`src/wcw_cfg.svh`:
```
// Behaviour
// - Option register takes one write per reset; reset loads its defaults.
// - Option register answers at its fixed address 0x1F.
// - Stop exit delay is 32 cycles with short recovery, else 4096.
// - Leaving stop through the reset pin always uses the long delay.
// - Rate option picks 2^13-2^4 or 2^18-2^4 cycles; reset clears it.
// - Stop with stop-enable clear is an illegal opcode; set, it stops.
// - Watchdog-disable option set turns the watchdog off.
// - Low-voltage power option powers the unit; reset option gates resets.
// - With power on, in-stop option keeps the unit running in stop.
// - Slow-crystal option tells the clock generator to expect slow crystal.
// - Watchdog is 6-bit counter after 12-bit prescaler; overflow resets.
// - Reading the service address returns the reset vector low byte.
// - Timeout drives reset pin low 32 cycles and sets the cause flag.
// - Stop instruction clears prescaler; stop mode halts counting.
// - Power-on logic clears the prescaler 4096 cycles after power-up.
// - Internal reset clears prescaler, counter; vector fetch, prescaler.
// - Monitor mode with test voltage on either pin, or break with it on the reset pin, disables it.
// - Watchdog counts in wait mode and never requests an interrupt.
`ifndef WCW_CFG_SVH
`define WCW_CFG_SVH
// ==========================================================
// Register indices, byte address is four times the index
`define WCW_OPT_IDX      16'h001F
`define WCW_SVC_IDX      16'hFFFF
`define WCW_STAT_IDX     16'h0020
// ==========================================================
// Option reset value, vector low byte and status field positions
`define WCW_OPT_RST      8'h30
`define WCW_VEC_LO       8'h00
`define WCW_ST_WRITTEN   0
`define WCW_ST_CAUSE     1
`define WCW_ST_STOP      2
`define WCW_ST_RECOVER   3
// ==========================================================
// Timing, in oscillator cycles; oscillator is the system clock
`define WCW_OSC_PER_CLK  1
`define WCW_REC_SHORT    (13'd32 / `WCW_OSC_PER_CLK)
`define WCW_REC_LONG     (13'd4096 / `WCW_OSC_PER_CLK)
`define WCW_POR_CLR      (13'd4096 / `WCW_OSC_PER_CLK)
`define WCW_RST_PULSE    (6'd32 / `WCW_OSC_PER_CLK)
`define WCW_TAP_SHORT    4'd7
`define WCW_TAP_LONG     12
`endif

```
`src/wcw_pkg.sv`:
```
// ==========================================================
// Types shared by the option and watchdog block
package wcw_pkg;
   // Option latches, most significant field first
   typedef struct packed {
      logic slow_crystal_sel;
      logic lowv_in_stop_en;
      logic lowv_reset_en;
      logic lowv_power_en;
      logic wdog_rate_sel;
      logic short_recovery_sel;
      logic stop_en;
      logic wdog_disable;
   } wcw_opt_t;

   // Controls handed to the low-voltage unit and clock generator
   typedef struct packed {
      logic lvi_power;
      logic lvi_reset_en;
      logic slow_crystal;
   } wcw_ctl_t;

   // Stop sequencing, Gray along run, stop, recover
   typedef enum logic [1:0] {
      WCW_RUN     = 2'b00,
      WCW_STOP    = 2'b01,
      WCW_RECOVER = 2'b11
   } wcw_stop_t;
endpackage

```
`src/wcw_top.sv`:
```
// Local design decision: the Wishbone interface to the registers.
`timescale 1ns/1ps
`default_nettype none
`include "wcw_cfg.svh"

module wcw_top
   import wcw_pkg::*;
#(
   parameter int unsigned LONG_TAP = `WCW_TAP_LONG
) (
   input  wire logic        SYS_CLK_I,
   input  wire logic        RST_N_I,
   input  wire logic        INT_RST_I,
   input  wire logic        WB_CYC_I,
   input  wire logic        WB_STB_I,
   input  wire logic        WB_WE_I,
   input  wire logic [17:0] WB_ADR_I,
   input  wire logic [3:0]  WB_SEL_I,
   input  wire logic [31:0] WB_DAT_I,
   output logic      [31:0] WB_DAT_O,
   output logic             WB_ACK_O,
   input  wire logic        STOP_REQ_I,
   input  wire logic        WAKE_I,
   input  wire logic        VEC_FETCH_I,
   input  wire logic        MON_MODE_I,
   input  wire logic        BREAK_I,
   input  wire logic        EXT_RST_N_I,
   input  wire logic        TST_IRQ_I,
   input  wire logic        TST_RST_I,
   output wcw_opt_t         OPT_O,
   output wcw_ctl_t         CTL_O,
   output logic             STOP_O,
   output logic             ILLEGAL_OP_O,
   output logic             WDOG_RST_N_O,
   output logic             RST_PIN_OE_N_O
);

   // ==========================================================
   // Helpers
   // Mask of the prescaler bits below a tap
   function automatic logic [11:0] tap_mask(input logic [3:0] tap);
      logic [12:0] one;
      one = 13'h0001 << tap;
      return 12'(one - 13'h0001);
   endfunction

   // Word index of a bus byte address
   function automatic logic [15:0] word_idx(input logic [17:0] adr);
      return adr[17:2];
   endfunction

   // ==========================================================
   // State
   wcw_opt_t    opt_q;
   logic        written_q;
   logic        cause_q;
   logic [11:0] presc_q;
   logic [5:0]  ctr_q;
   logic [12:0] por_q;
   logic        por_done_q;
   wcw_stop_t   st_q;
   wcw_stop_t   st_d;
   logic [12:0] rec_q;
   logic [12:0] rec_d;
   logic [5:0]  pulse_q;
   logic        ack_q;
   logic [31:0] rdat_q;
   logic [2:0]  s1_q;
   logic [2:0]  s2_q;
   logic [2:0]  s3_q;
   logic [2:0]  pin_q;
   logic        ill_q;
   logic        stop_q;
   logic        rstn_q;
   wcw_opt_t    opt_out_q;
   wcw_ctl_t    ctl_q;

   // ==========================================================
   // Bus decode
   wire         bus_req  = WB_CYC_I & WB_STB_I;
   wire         bus_take = bus_req & ack_q;
   wire         bus_wr   = bus_take & WB_WE_I & WB_SEL_I[0];
   wire [15:0]  idx      = word_idx(WB_ADR_I);
   wire         hit_opt  = idx == `WCW_OPT_IDX;
   wire         hit_svc  = idx == `WCW_SVC_IDX;
   wire         hit_stat = idx == `WCW_STAT_IDX;
   wire         opt_wr   = bus_wr & hit_opt;
   wire         svc_wr   = bus_wr & hit_svc;
   wire         stat_wr  = bus_wr & hit_stat;
   wire         opt_load = opt_wr & ~written_q & ~INT_RST_I;

   // Status word
   wire [7:0]   stat_byte = {4'h0, st_q == WCW_RECOVER, st_q == WCW_STOP,
                             cause_q, written_q};

   // Read mux, unmapped reads give zero
   wire [7:0]   rd_byte = hit_opt  ? opt_q :
                          hit_svc  ? `WCW_VEC_LO :
                          hit_stat ? stat_byte : 8'h00;

   // ==========================================================
   // Pin conditioning
   wire         ext_rst_n = pin_q[2];
   wire         tst_irq   = pin_q[1];
   wire         tst_rst   = pin_q[0];
   wire [2:0]   pin_d     = (s2_q & s3_q) | (pin_q & (s2_q | s3_q));

   // ==========================================================
   // Watchdog datapath
   wire         stopped  = st_q != WCW_RUN;
   wire         wdog_off = opt_q.wdog_disable |
                           (MON_MODE_I & (tst_irq | tst_rst)) |
                           (BREAK_I & tst_rst);
   wire [3:0]   tap      = opt_q.wdog_rate_sel ? `WCW_TAP_SHORT
                                               : 4'(LONG_TAP);
   wire         ctr_tick = ((presc_q | ~tap_mask(tap)) == 12'hFFF) &
                           ~stopped;
   wire         timeout  = ctr_tick & (ctr_q == 6'h3F) & ~wdog_off &
                           (pulse_q == 6'h00);
   wire         stop_go  = STOP_REQ_I & (st_q == WCW_RUN) &
                           opt_q.stop_en;
   wire         stop_bad = STOP_REQ_I & (st_q == WCW_RUN) &
                           ~opt_q.stop_en;
   wire         por_hit  = ~por_done_q & (por_q == `WCW_POR_CLR);
   wire         presc_clr = INT_RST_I | stop_go | VEC_FETCH_I |
                            por_hit | timeout;
   wire [11:0]  presc_d  = presc_clr ? 12'h000 :
                           svc_wr    ? (presc_q & 12'h00F) :
                           stopped   ? presc_q :
                           12'(presc_q + 12'h001);
   wire [5:0]   ctr_d    = (INT_RST_I | svc_wr | timeout) ? 6'h00 :
                           ctr_tick ? 6'(ctr_q + 6'h01) : ctr_q;
   wire [5:0]   pulse_d  = timeout ? 6'(`WCW_RST_PULSE) :
                           (pulse_q != 6'h00) ? 6'(pulse_q - 6'h01)
                                              : 6'h00;

   // ==========================================================
   // Stop sequencer
   always_comb begin
      st_d  = st_q;
      rec_d = rec_q;
      unique case (st_q)
         WCW_RUN: begin
            if (stop_go) begin
               st_d = WCW_STOP;
            end
         end
         WCW_STOP: begin
            if (~ext_rst_n) begin
               st_d  = WCW_RECOVER;
               rec_d = 13'(`WCW_REC_LONG);
            end else if (WAKE_I) begin
               st_d  = WCW_RECOVER;
               rec_d = opt_q.short_recovery_sel ? 13'(`WCW_REC_SHORT)
                                                : 13'(`WCW_REC_LONG);
            end
         end
         WCW_RECOVER: begin
            rec_d = 13'(rec_q - 13'h0001);
            if (rec_q == 13'h0001) begin
               st_d = WCW_RUN;
            end
         end
         default: begin
            st_d = WCW_RUN;
         end
      endcase
      if (INT_RST_I) begin
         st_d  = WCW_RUN;
         rec_d = 13'h0000;
      end
   end

   // ==========================================================
   // Output values before their flops
   wire         lvi_pwr_d = opt_q.lowv_power_en &
                            (~stopped | opt_q.lowv_in_stop_en);
   wcw_ctl_t    ctl_d;
   assign ctl_d.lvi_power    = lvi_pwr_d;
   assign ctl_d.lvi_reset_en = opt_q.lowv_reset_en;
   assign ctl_d.slow_crystal = opt_q.slow_crystal_sel;

   // ==========================================================
   // Option latches and status
   always_ff @(posedge SYS_CLK_I or negedge RST_N_I) begin
      if (!RST_N_I) begin
         opt_q     <= wcw_opt_t'(`WCW_OPT_RST);
         written_q <= 1'b0;
      end else if (INT_RST_I) begin
         opt_q     <= wcw_opt_t'(`WCW_OPT_RST);
         written_q <= 1'b0;
      end else if (opt_load) begin
         opt_q     <= wcw_opt_t'(WB_DAT_I[7:0]);
         written_q <= 1'b1;
      end
   end

   // Cause flag, a new timeout wins over a clear
   always_ff @(posedge SYS_CLK_I or negedge RST_N_I) begin
      if (!RST_N_I) begin
         cause_q <= 1'b0;
      end else if (timeout) begin
         cause_q <= 1'b1;
      end else if (stat_wr & WB_DAT_I[`WCW_ST_CAUSE]) begin
         cause_q <= 1'b0;
      end
   end

   // ==========================================================
   // Watchdog counters
   always_ff @(posedge SYS_CLK_I or negedge RST_N_I) begin
      if (!RST_N_I) begin
         presc_q <= 12'h000;
         ctr_q   <= 6'h00;
         pulse_q <= 6'h00;
      end else begin
         presc_q <= presc_d;
         ctr_q   <= ctr_d;
         pulse_q <= pulse_d;
      end
   end

   // Power-up delay before the prescaler clear
   always_ff @(posedge SYS_CLK_I or negedge RST_N_I) begin
      if (!RST_N_I) begin
         por_q      <= 13'h0000;
         por_done_q <= 1'b0;
      end else if (~por_done_q) begin
         por_q      <= 13'(por_q + 13'h0001);
         por_done_q <= por_hit;
      end
   end

   // Stop sequencer state
   always_ff @(posedge SYS_CLK_I or negedge RST_N_I) begin
      if (!RST_N_I) begin
         st_q  <= WCW_RUN;
         rec_q <= 13'h0000;
      end else begin
         st_q  <= st_d;
         rec_q <= rec_d;
      end
   end

   // ==========================================================
   // Pin synchronisers
   always_ff @(posedge SYS_CLK_I or negedge RST_N_I) begin
      if (!RST_N_I) begin
         s1_q  <= 3'b100;
         s2_q  <= 3'b100;
         s3_q  <= 3'b100;
         pin_q <= 3'b100;
      end else begin
         s1_q  <= {EXT_RST_N_I, TST_IRQ_I, TST_RST_I};
         s2_q  <= s1_q;
         s3_q  <= s2_q;
         pin_q <= pin_d;
      end
   end

   // ==========================================================
   // Wishbone answer, one wait state
   always_ff @(posedge SYS_CLK_I or negedge RST_N_I) begin
      if (!RST_N_I) begin
         ack_q  <= 1'b0;
         rdat_q <= 32'h0000_0000;
      end else begin
         ack_q  <= bus_req & ~ack_q;
         rdat_q <= {24'h00_0000, rd_byte};
      end
   end

   // ==========================================================
   // Output flops
   always_ff @(posedge SYS_CLK_I or negedge RST_N_I) begin
      if (!RST_N_I) begin
         ill_q     <= 1'b0;
         stop_q    <= 1'b0;
         rstn_q    <= 1'b1;
         opt_out_q <= wcw_opt_t'(`WCW_OPT_RST);
         ctl_q     <= wcw_ctl_t'(3'b000);
      end else begin
         ill_q     <= stop_bad;
         stop_q    <= st_d != WCW_RUN;
         rstn_q    <= pulse_d == 6'h00;
         opt_out_q <= opt_q;
         ctl_q     <= ctl_d;
      end
   end

   assign WB_ACK_O       = ack_q;
   assign WB_DAT_O       = rdat_q;
   assign OPT_O          = opt_out_q;
   assign CTL_O          = ctl_q;
   assign STOP_O         = stop_q;
   assign ILLEGAL_OP_O   = ill_q;
   assign WDOG_RST_N_O   = rstn_q;
   assign RST_PIN_OE_N_O = rstn_q;
endmodule
`default_nettype wire

```
`config.mk`:
```
export PLATFORM = sky130hd
export DESIGN_NAME = wcw_top
export DESIGN_NICKNAME = d
export VERILOG_FILES = /design/src/wcw_pkg.sv /design/src/wcw_top.sv
export VERILOG_INCLUDE_DIRS = /design/src
export SDC_FILE = /design/constraint.sdc
export NUM_CORES = 1
export LEC_CHECK = 0
export ABC_AREA = 1
export BUFFER_PORTS_ARGS = -buffer_cell sky130_fd_sc_hd__buf_2
export CAP_MARGIN = 10
export CELL_PAD_IN_SITES_DETAIL_PLACEMENT = 0
export CELL_PAD_IN_SITES_GLOBAL_PLACEMENT = 1
export CORE_MARGIN = 5
export CORE_UTILIZATION = 42
export DETAILED_ROUTE_END_ITERATION = 8
export PLACE_DENSITY = 0.95
export REMOVE_ABC_BUFFERS = 1
export SYNTH_ARGS = -nofsm -noshare
export SYNTH_HDL_FRONTEND = slang
export SYNTH_SLANG_ARGS = --single-unit
```
`constraint.sdc`:
```
create_clock -name SYS_CLK_I -period 2.6 [get_ports SYS_CLK_I]
set_input_delay 0.39 -clock SYS_CLK_I [delete_from_list [all_inputs] [get_ports SYS_CLK_I]]
set_output_delay 0.39 -clock SYS_CLK_I [all_outputs]
set_load 0.05 [all_outputs]
```
# Yosys cells after proc, flatten, opt, wreduce, memory -nomap -nowiden
# Cells that the tools add are included.
totals:
  reg_bits: 97
  in_bits: 68
  out_inout_bits: 48
  wordCells: 143
op_classes:
  add_sub_neg: 6
  eq_ne: 13
  shift: 1
  mux: 29
  n_bitwise: 45
  n_reduce_logical: 12
ops:
  columns: ["operator", "n"]
  rows:
  - ["13-bit two-way mux", 4]
  - ["12-bit two-way mux", 3]
  - ["13-bit one-hot mux with 2 select lines", 1]
  - ["6-bit two-way mux", 4]
  - ["8-bit two-way mux", 3]
  - ["1-bit bitwise AND", 22]
  - ["16-bit == test, second input constant", 1]
  - ["16-bit by 5-bit == test with 1-bit output, second input constant", 1]
  - ["16-bit by 6-bit == test with 1-bit output, second input constant", 1]
  - ["13-bit by 1-bit adder with 13-bit output, second input constant", 1]
  - ["13-bit by 1-bit == test with 1-bit output, second input constant", 1]
  - ["13-bit == test, second input constant", 1]
  - ["13-bit by 1-bit subtractor with 13-bit output, second input constant", 1]
  - ["12-bit by 1-bit adder with 12-bit output, second input constant", 1]
  - ["12-bit == test, second input constant", 1]
  - ["6-bit zero test", 2]
  - ["4-bit two-way mux", 3]
  - ["12-bit inverter", 1]
  - ["12-bit bitwise OR", 1]
  - ["1-bit by 4-bit << shifter with 12-bit output, first input constant", 1]
  - ["12-bit by 1-bit subtractor with 12-bit output, second input constant", 1]
  - ["2-bit two-way mux", 5]
  - ["1-bit bitwise OR", 10]
  - ["2-bit nonzero test", 5]
  - ["17 further kinds", 31]

# Logic depth before layout (Yosys ltp)
depth:
  word_depth: 13
  mapped_depth: 10
  ltp_nobuf: 10

# Worst setup path before layout
# OpenSTA, ideal clock, no wires.
synth_timing:
  kind: "register to register"
  startpoint: "register ack_q, in the netlist WB_ACK_O"
  endpoint: "register opt_q, in the netlist ctl_d[0]"
  setup_time_ns: 0.118
  t_arrival_ns: 1.465
  required_time_ns: 2.482
  slack_ns: 1.017
  stages_incl_launch_ff: 6
  n_path_buf: 0
  path_cell_list: "dfrtp_1 > nand3_1 > nor3_2 > nand2_2 > nand3_1 > nand2_1"
synth_between:
  elab_chain_len: 7
synth_lines:
  columns: ["item", "line_no", "source"]
  rows:
  - ["start: declaration", "wcw_top.sv:66", "logic ack_q;"]
  - ["start signal: assignment", "wcw_top.sv:268", "ack_q <= bus_req & ~ack_q;"]
  - ["1-bit bitwise AND", "wcw_top.sv:81", "wire bus_take = bus_req & ack_q;"]
  - ["1-bit bitwise AND (2 in series)", "wcw_top.sv:82", "wire bus_wr = bus_take & WB_WE_I & WB_SEL_I[0];"]
  - ["1-bit bitwise AND", "wcw_top.sv:87", "wire opt_wr = bus_wr & hit_opt;"]
  - ["1-bit bitwise AND (2 in series)", "wcw_top.sv:90", "wire opt_load = opt_wr & ~written_q & ~INT_RST_I;"]
  - ["2-bit nonzero test (no line)", null, null]
  - ["end signal: assignment", "wcw_top.sv:187", "opt_q <= wcw_opt_t'(`WCW_OPT_RST);"]
  - ["end signal: assignment", "wcw_top.sv:190", "opt_q <= wcw_opt_t'(`WCW_OPT_RST);"]
  - ["end signal: assignment", "wcw_top.sv:193", "opt_q <= wcw_opt_t'(WB_DAT_I[7:0]);"]
  - ["end: declaration", "wcw_top.sv:54", "wcw_opt_t opt_q;"]
# Every way passes these cells.
# A chain may end at the register's enable or synchronous reset.

# Final worst setup path
layout_timing:
  startpoint: "register presc_q[0]"
  endpoint: "register presc_q[3]"
layout_between:
  elab_chain_len: 9
  elab_cells_between_ends: 14
  cone_classes: "add/sub: 1; eq/ne: 3; mux: 3; bitwise: 6; reduce/logical: 1"
layout_lines:
  columns: ["item", "line_no", "source"]
  rows:
  - ["start: declaration", "wcw_top.sv:57", "logic [11:0] presc_q;"]
  - ["start signal: assignment", "wcw_top.sv:217", "presc_q <= presc_d;"]
  - ["12-bit bitwise OR", "wcw_top.sv:116", "wire ctr_tick = ((presc_q | ~tap_mask(tap)) == 12'hFFF) &"]
  - ["12-bit == test", "wcw_top.sv:116", null]
  - ["1-bit bitwise AND", "wcw_top.sv:116", null]
  - ["1-bit bitwise AND (3 in series)", "wcw_top.sv:118", "wire timeout = ctr_tick & (ctr_q == 6'h3F) & ~wdog_off &"]
  - ["1-bit bitwise OR", "wcw_top.sv:126", "por_hit | timeout;"]
  - ["2-bit by 1-bit inequality test with 1-bit output (no line)", null, null]
  - ["2-bit AND reduction (no line)", null, null]
# Several ways; a longest one is shown, not always the timed one. The select of a mux whose other input is x is not followed.

==> impl_results.md <==
* Die area at 13720 um^2
* CP Data Required Time at ~2.8 ns
* Endpoints failing hold at 0
* Initial DRC count at approximately 160
* Worst slew pin tran at about 0.6 ns
* Internal at roughly 2.3 mW
* Peak supply drop at 355.7 uV
* Synth top area cells: dfrtp_1 46%, nand2_1 10%, nand3_1 6.2%
* Synth warn at 0
* CTS Sinks at 97
* Yosys top cell area share at 45.68%
* Die extent in x at roughly 120 um
* Yosys cell types at 38
* Clock power frac at 39.8%
* Leading area contributor after synthesis: dfrtp_1
* H-Tree Level Count at 3
* Sw frac at 26.39%
* Post-synthesis sequential area ratio at about half
* Flop pwr share at 50.8%
* RSZ-0062 raised after global routing: no
* Die height at 117.1 um
* DRC errors left at 0
* Final period util at between 70% and 80%
* CP endpoint kind: flip-flop
* Slew margin rel. at about 60%
* Setup WS pre-CTS at a little over 0.6 ns
* Fraction of layout cells with a size suffix above 1 at approximately 16%
* Critical path's largest stage delay at 0.47 ns
* Hold Crit Class: in -> async
* Total track usage at between 15 and 20%
* I/O Buffers at just over 60
* Area Growth Syn to Fin at 13.52%
* I/O pins at roughly 120
* Min Tclk post-route at between 1.5 and 2 ns
* Switching pwr at around 0.8 mW
* Setup Crit Path Kind: reg -> reg
* Row cnt at 39
* Largest net degree at the start of global routing at 98
* CTS tree: done
* Routability Congestion at 0.8310
* Initial core utilization at between 40 and 50%
* Post-synthesis async set-or-reset flop share at between 90% and 100%
* Diode count at 0
* Static leakage at around 2.9 nW
* WL final at between 10 and 15 mm
* Finished Core Util at 48.34%
* Number of synthesized register bits at 97
* # hold bufs at CTS at 0
* # setup viols final at 0
* Final WS setup at approximately 0.7 ns
* Critical Path Start Type: flip-flop
* First drt pass iteration count at 4
* Post-DP HPWL at between 7 and 8 mm
* Clock tree root driver cell: clkbuf_16
* Synthesized cell area at just under 5000 um^2
* Setup Buffers After CTS at 0
* Max Freq at 526.0 MHz
* CP max FO at 22
* Crit path cell chain: ha_1 -> nand3_2 -> nor3_4 -> nand3_4 -> nor2_4 -> nor2_2 -> buf_4 -> and2_1
* Logic pwr share at 9.4%
* Total grt overflow at 0
* DR WL/cell at 12.85 um
* Worst-path clk slew at about 0.070 ns
* Outcome: complete, no violations
* CP max-delay cell: dfrtp_1
* Worst-Skew Late Latency at between 0.3 and 0.4 ns
* Cell count after synthesis at ~580
* First-pass GRT wire length at between 15 and 20 mm
* Post-layout net count at 720
* Clock Skew at between 0.008 and 0.009 ns
* Vias/cell at ~4.8
* Via Count at 3823
* Final ANT Viol Nets at 0
* Post-synth EDFFs at 0
* Initial antenna violation count at 0
* Max Cap Violations at 0
* Ys flop type: dfrtp_1
* Post-Route Setup TNS at 0 ns
* Worst EP arrival at 2.13 ns
* CTS Buf Count at 9
* Clock buffer depth at 2
* Post_cts resized at 0
* Core footprint at 11320 um^2
* Syn_area_per_cell at roughly 8.4 um^2
* Slew Viols, Final at 0
* Number of global-route vias before repair at 3767
* Power Density at 563.7 nW/um^2
## stage by stage
stage          instances  hold WS (ns)  cell area (um^2)  power (mW)
3_3_place_gp         776        0.3351              5202       1.880
6_report             792       0.08064              5473       3.085
2_1_floorplan        567       0.09441              4668       1.780
5_1_grt              792        0.1304              5473       3.215
4_1_cts              792        0.1252              5473       3.109
3_5_place_dp         776        0.3347              5202       1.886
## layout by cell type, fill, tap and decap left out, types with 4 or more instances in the layout
master       n
ha_1         8
nor2_1      79
xnor2_1      4
nand2_1    130
o21ai_0     13
a21oi_1     11
nand4_1     13
conb_1      24
clkbuf_16    9
dfstp_2      9
buf_4        4
inv_1       72
xor2_1      14
o21bai_1     4
nand3_1     60
dfrtp_1     88
and3_1       4
or2_2        4
nor3_1       6
buf_2       61
## logic make-up after synthesis
group	share of synthesized area (%)
adder cells (fa/ha/maj)	2.699
other	0.07779
AO/OA/AOI/OAI	4.490
XOR/XNOR	3.270
AND/OR/NAND/NOR	28.32
flip-flops	50.58
buffers and inverters	10.56
## per-layer routing
| metal | global-route usage [%] | part of all wire, % |
|---|---|---|
| met5 | 0 | 0 |
| met2 | 27.95 | 52 |
| met1 | 19.87 | 43 |
| met4 | 3.593 | 1.1 |
| met3 | 3.239 | 4.6 |
## power by group through the flow
stage	Combinational (mW)	Clock, mW	Sequential [mW]
6_report	0.290	1.23	1.57
5_1_grt	0.323	1.32	1.57
4_1_cts	0.292	1.25	1.57
3_5_place_dp	0.292	0	1.59
3_3_place_gp	0.286	0	1.59
2_1_floorplan	0.169	0	1.61
## state kept, by name, indices dropped and copies added, names as in the netlist, 2 cells and up
signal and cells:
s3_q 3, ctl_d 2, s1_q 3, pin_q 3, pulse_q 6, OPT_O 7
por_q 13, st_q 2, WB_DAT_O 8, presc_q 12, opt_q 6, rec_q 13
CTL_O 3, ctr_q 6, s2_q 3
## synth_stat cells (3+ instances only)
cell / n
a31oi_1: 3
dfstp_2: 9
nand3_1: 60
inv_1: 72
nand2_1: 130
maj3_1: 3
o21bai_1: 4
or2_2: 4
dfrtp_1: 88
nor3_1: 6
and3_1: 4
xor2_1: 14
nor2_1: 79
buf_4: 27
o21ai_0: 13
ha_1: 8
nand4_1: 13
xnor2_1: 4
a21oi_1: 11
## cell type report
type / count / area, um^2
timing repair buffer: 66 / 355.3
sequential: 97 / 2439
clock buffer: 10 / 229.0
inverter: 72 / 270.3
tap: 143 / 178.9
clock inverter: 6 / 41.29
fill: 1089 / 5848
multi-input combinational: 398 / 1959
## path summary, 6_finish.rpt
| check | start | endpoint | slack, ns | cells past startpoint |
|---|---|---|---|---|
| worst max register to register | presc_q[0] | presc_q[3] | 0.70 | 8 |
| worst max-delay path | presc_q[0] | presc_q[3] | 0.70 | 8 |
| worst min-delay path | RST_N_I | presc_q[9] | 0.08 | 2 |
| max in group asynchronous | RST_N_I | pin_q[2] | 2.10 | 2 |
| min in group SYS_CLK_I | EXT_RST_N_I | s1_q[2] | 0.15 | 1 |
| worst min register to register | s1_q[1] | s2_q[1] | 0.34 | 0 |
## critical path: cells and delay by family, from the launching register on
family / cells / cell delay, ns
adders and majority gates: 1 / 0.26
buffers and inverters: 1 / 0.20
DFF: 1 / 0.47
and+or+nand+nor: 6 / 0.87
Power figures use the tool's default switching activity.
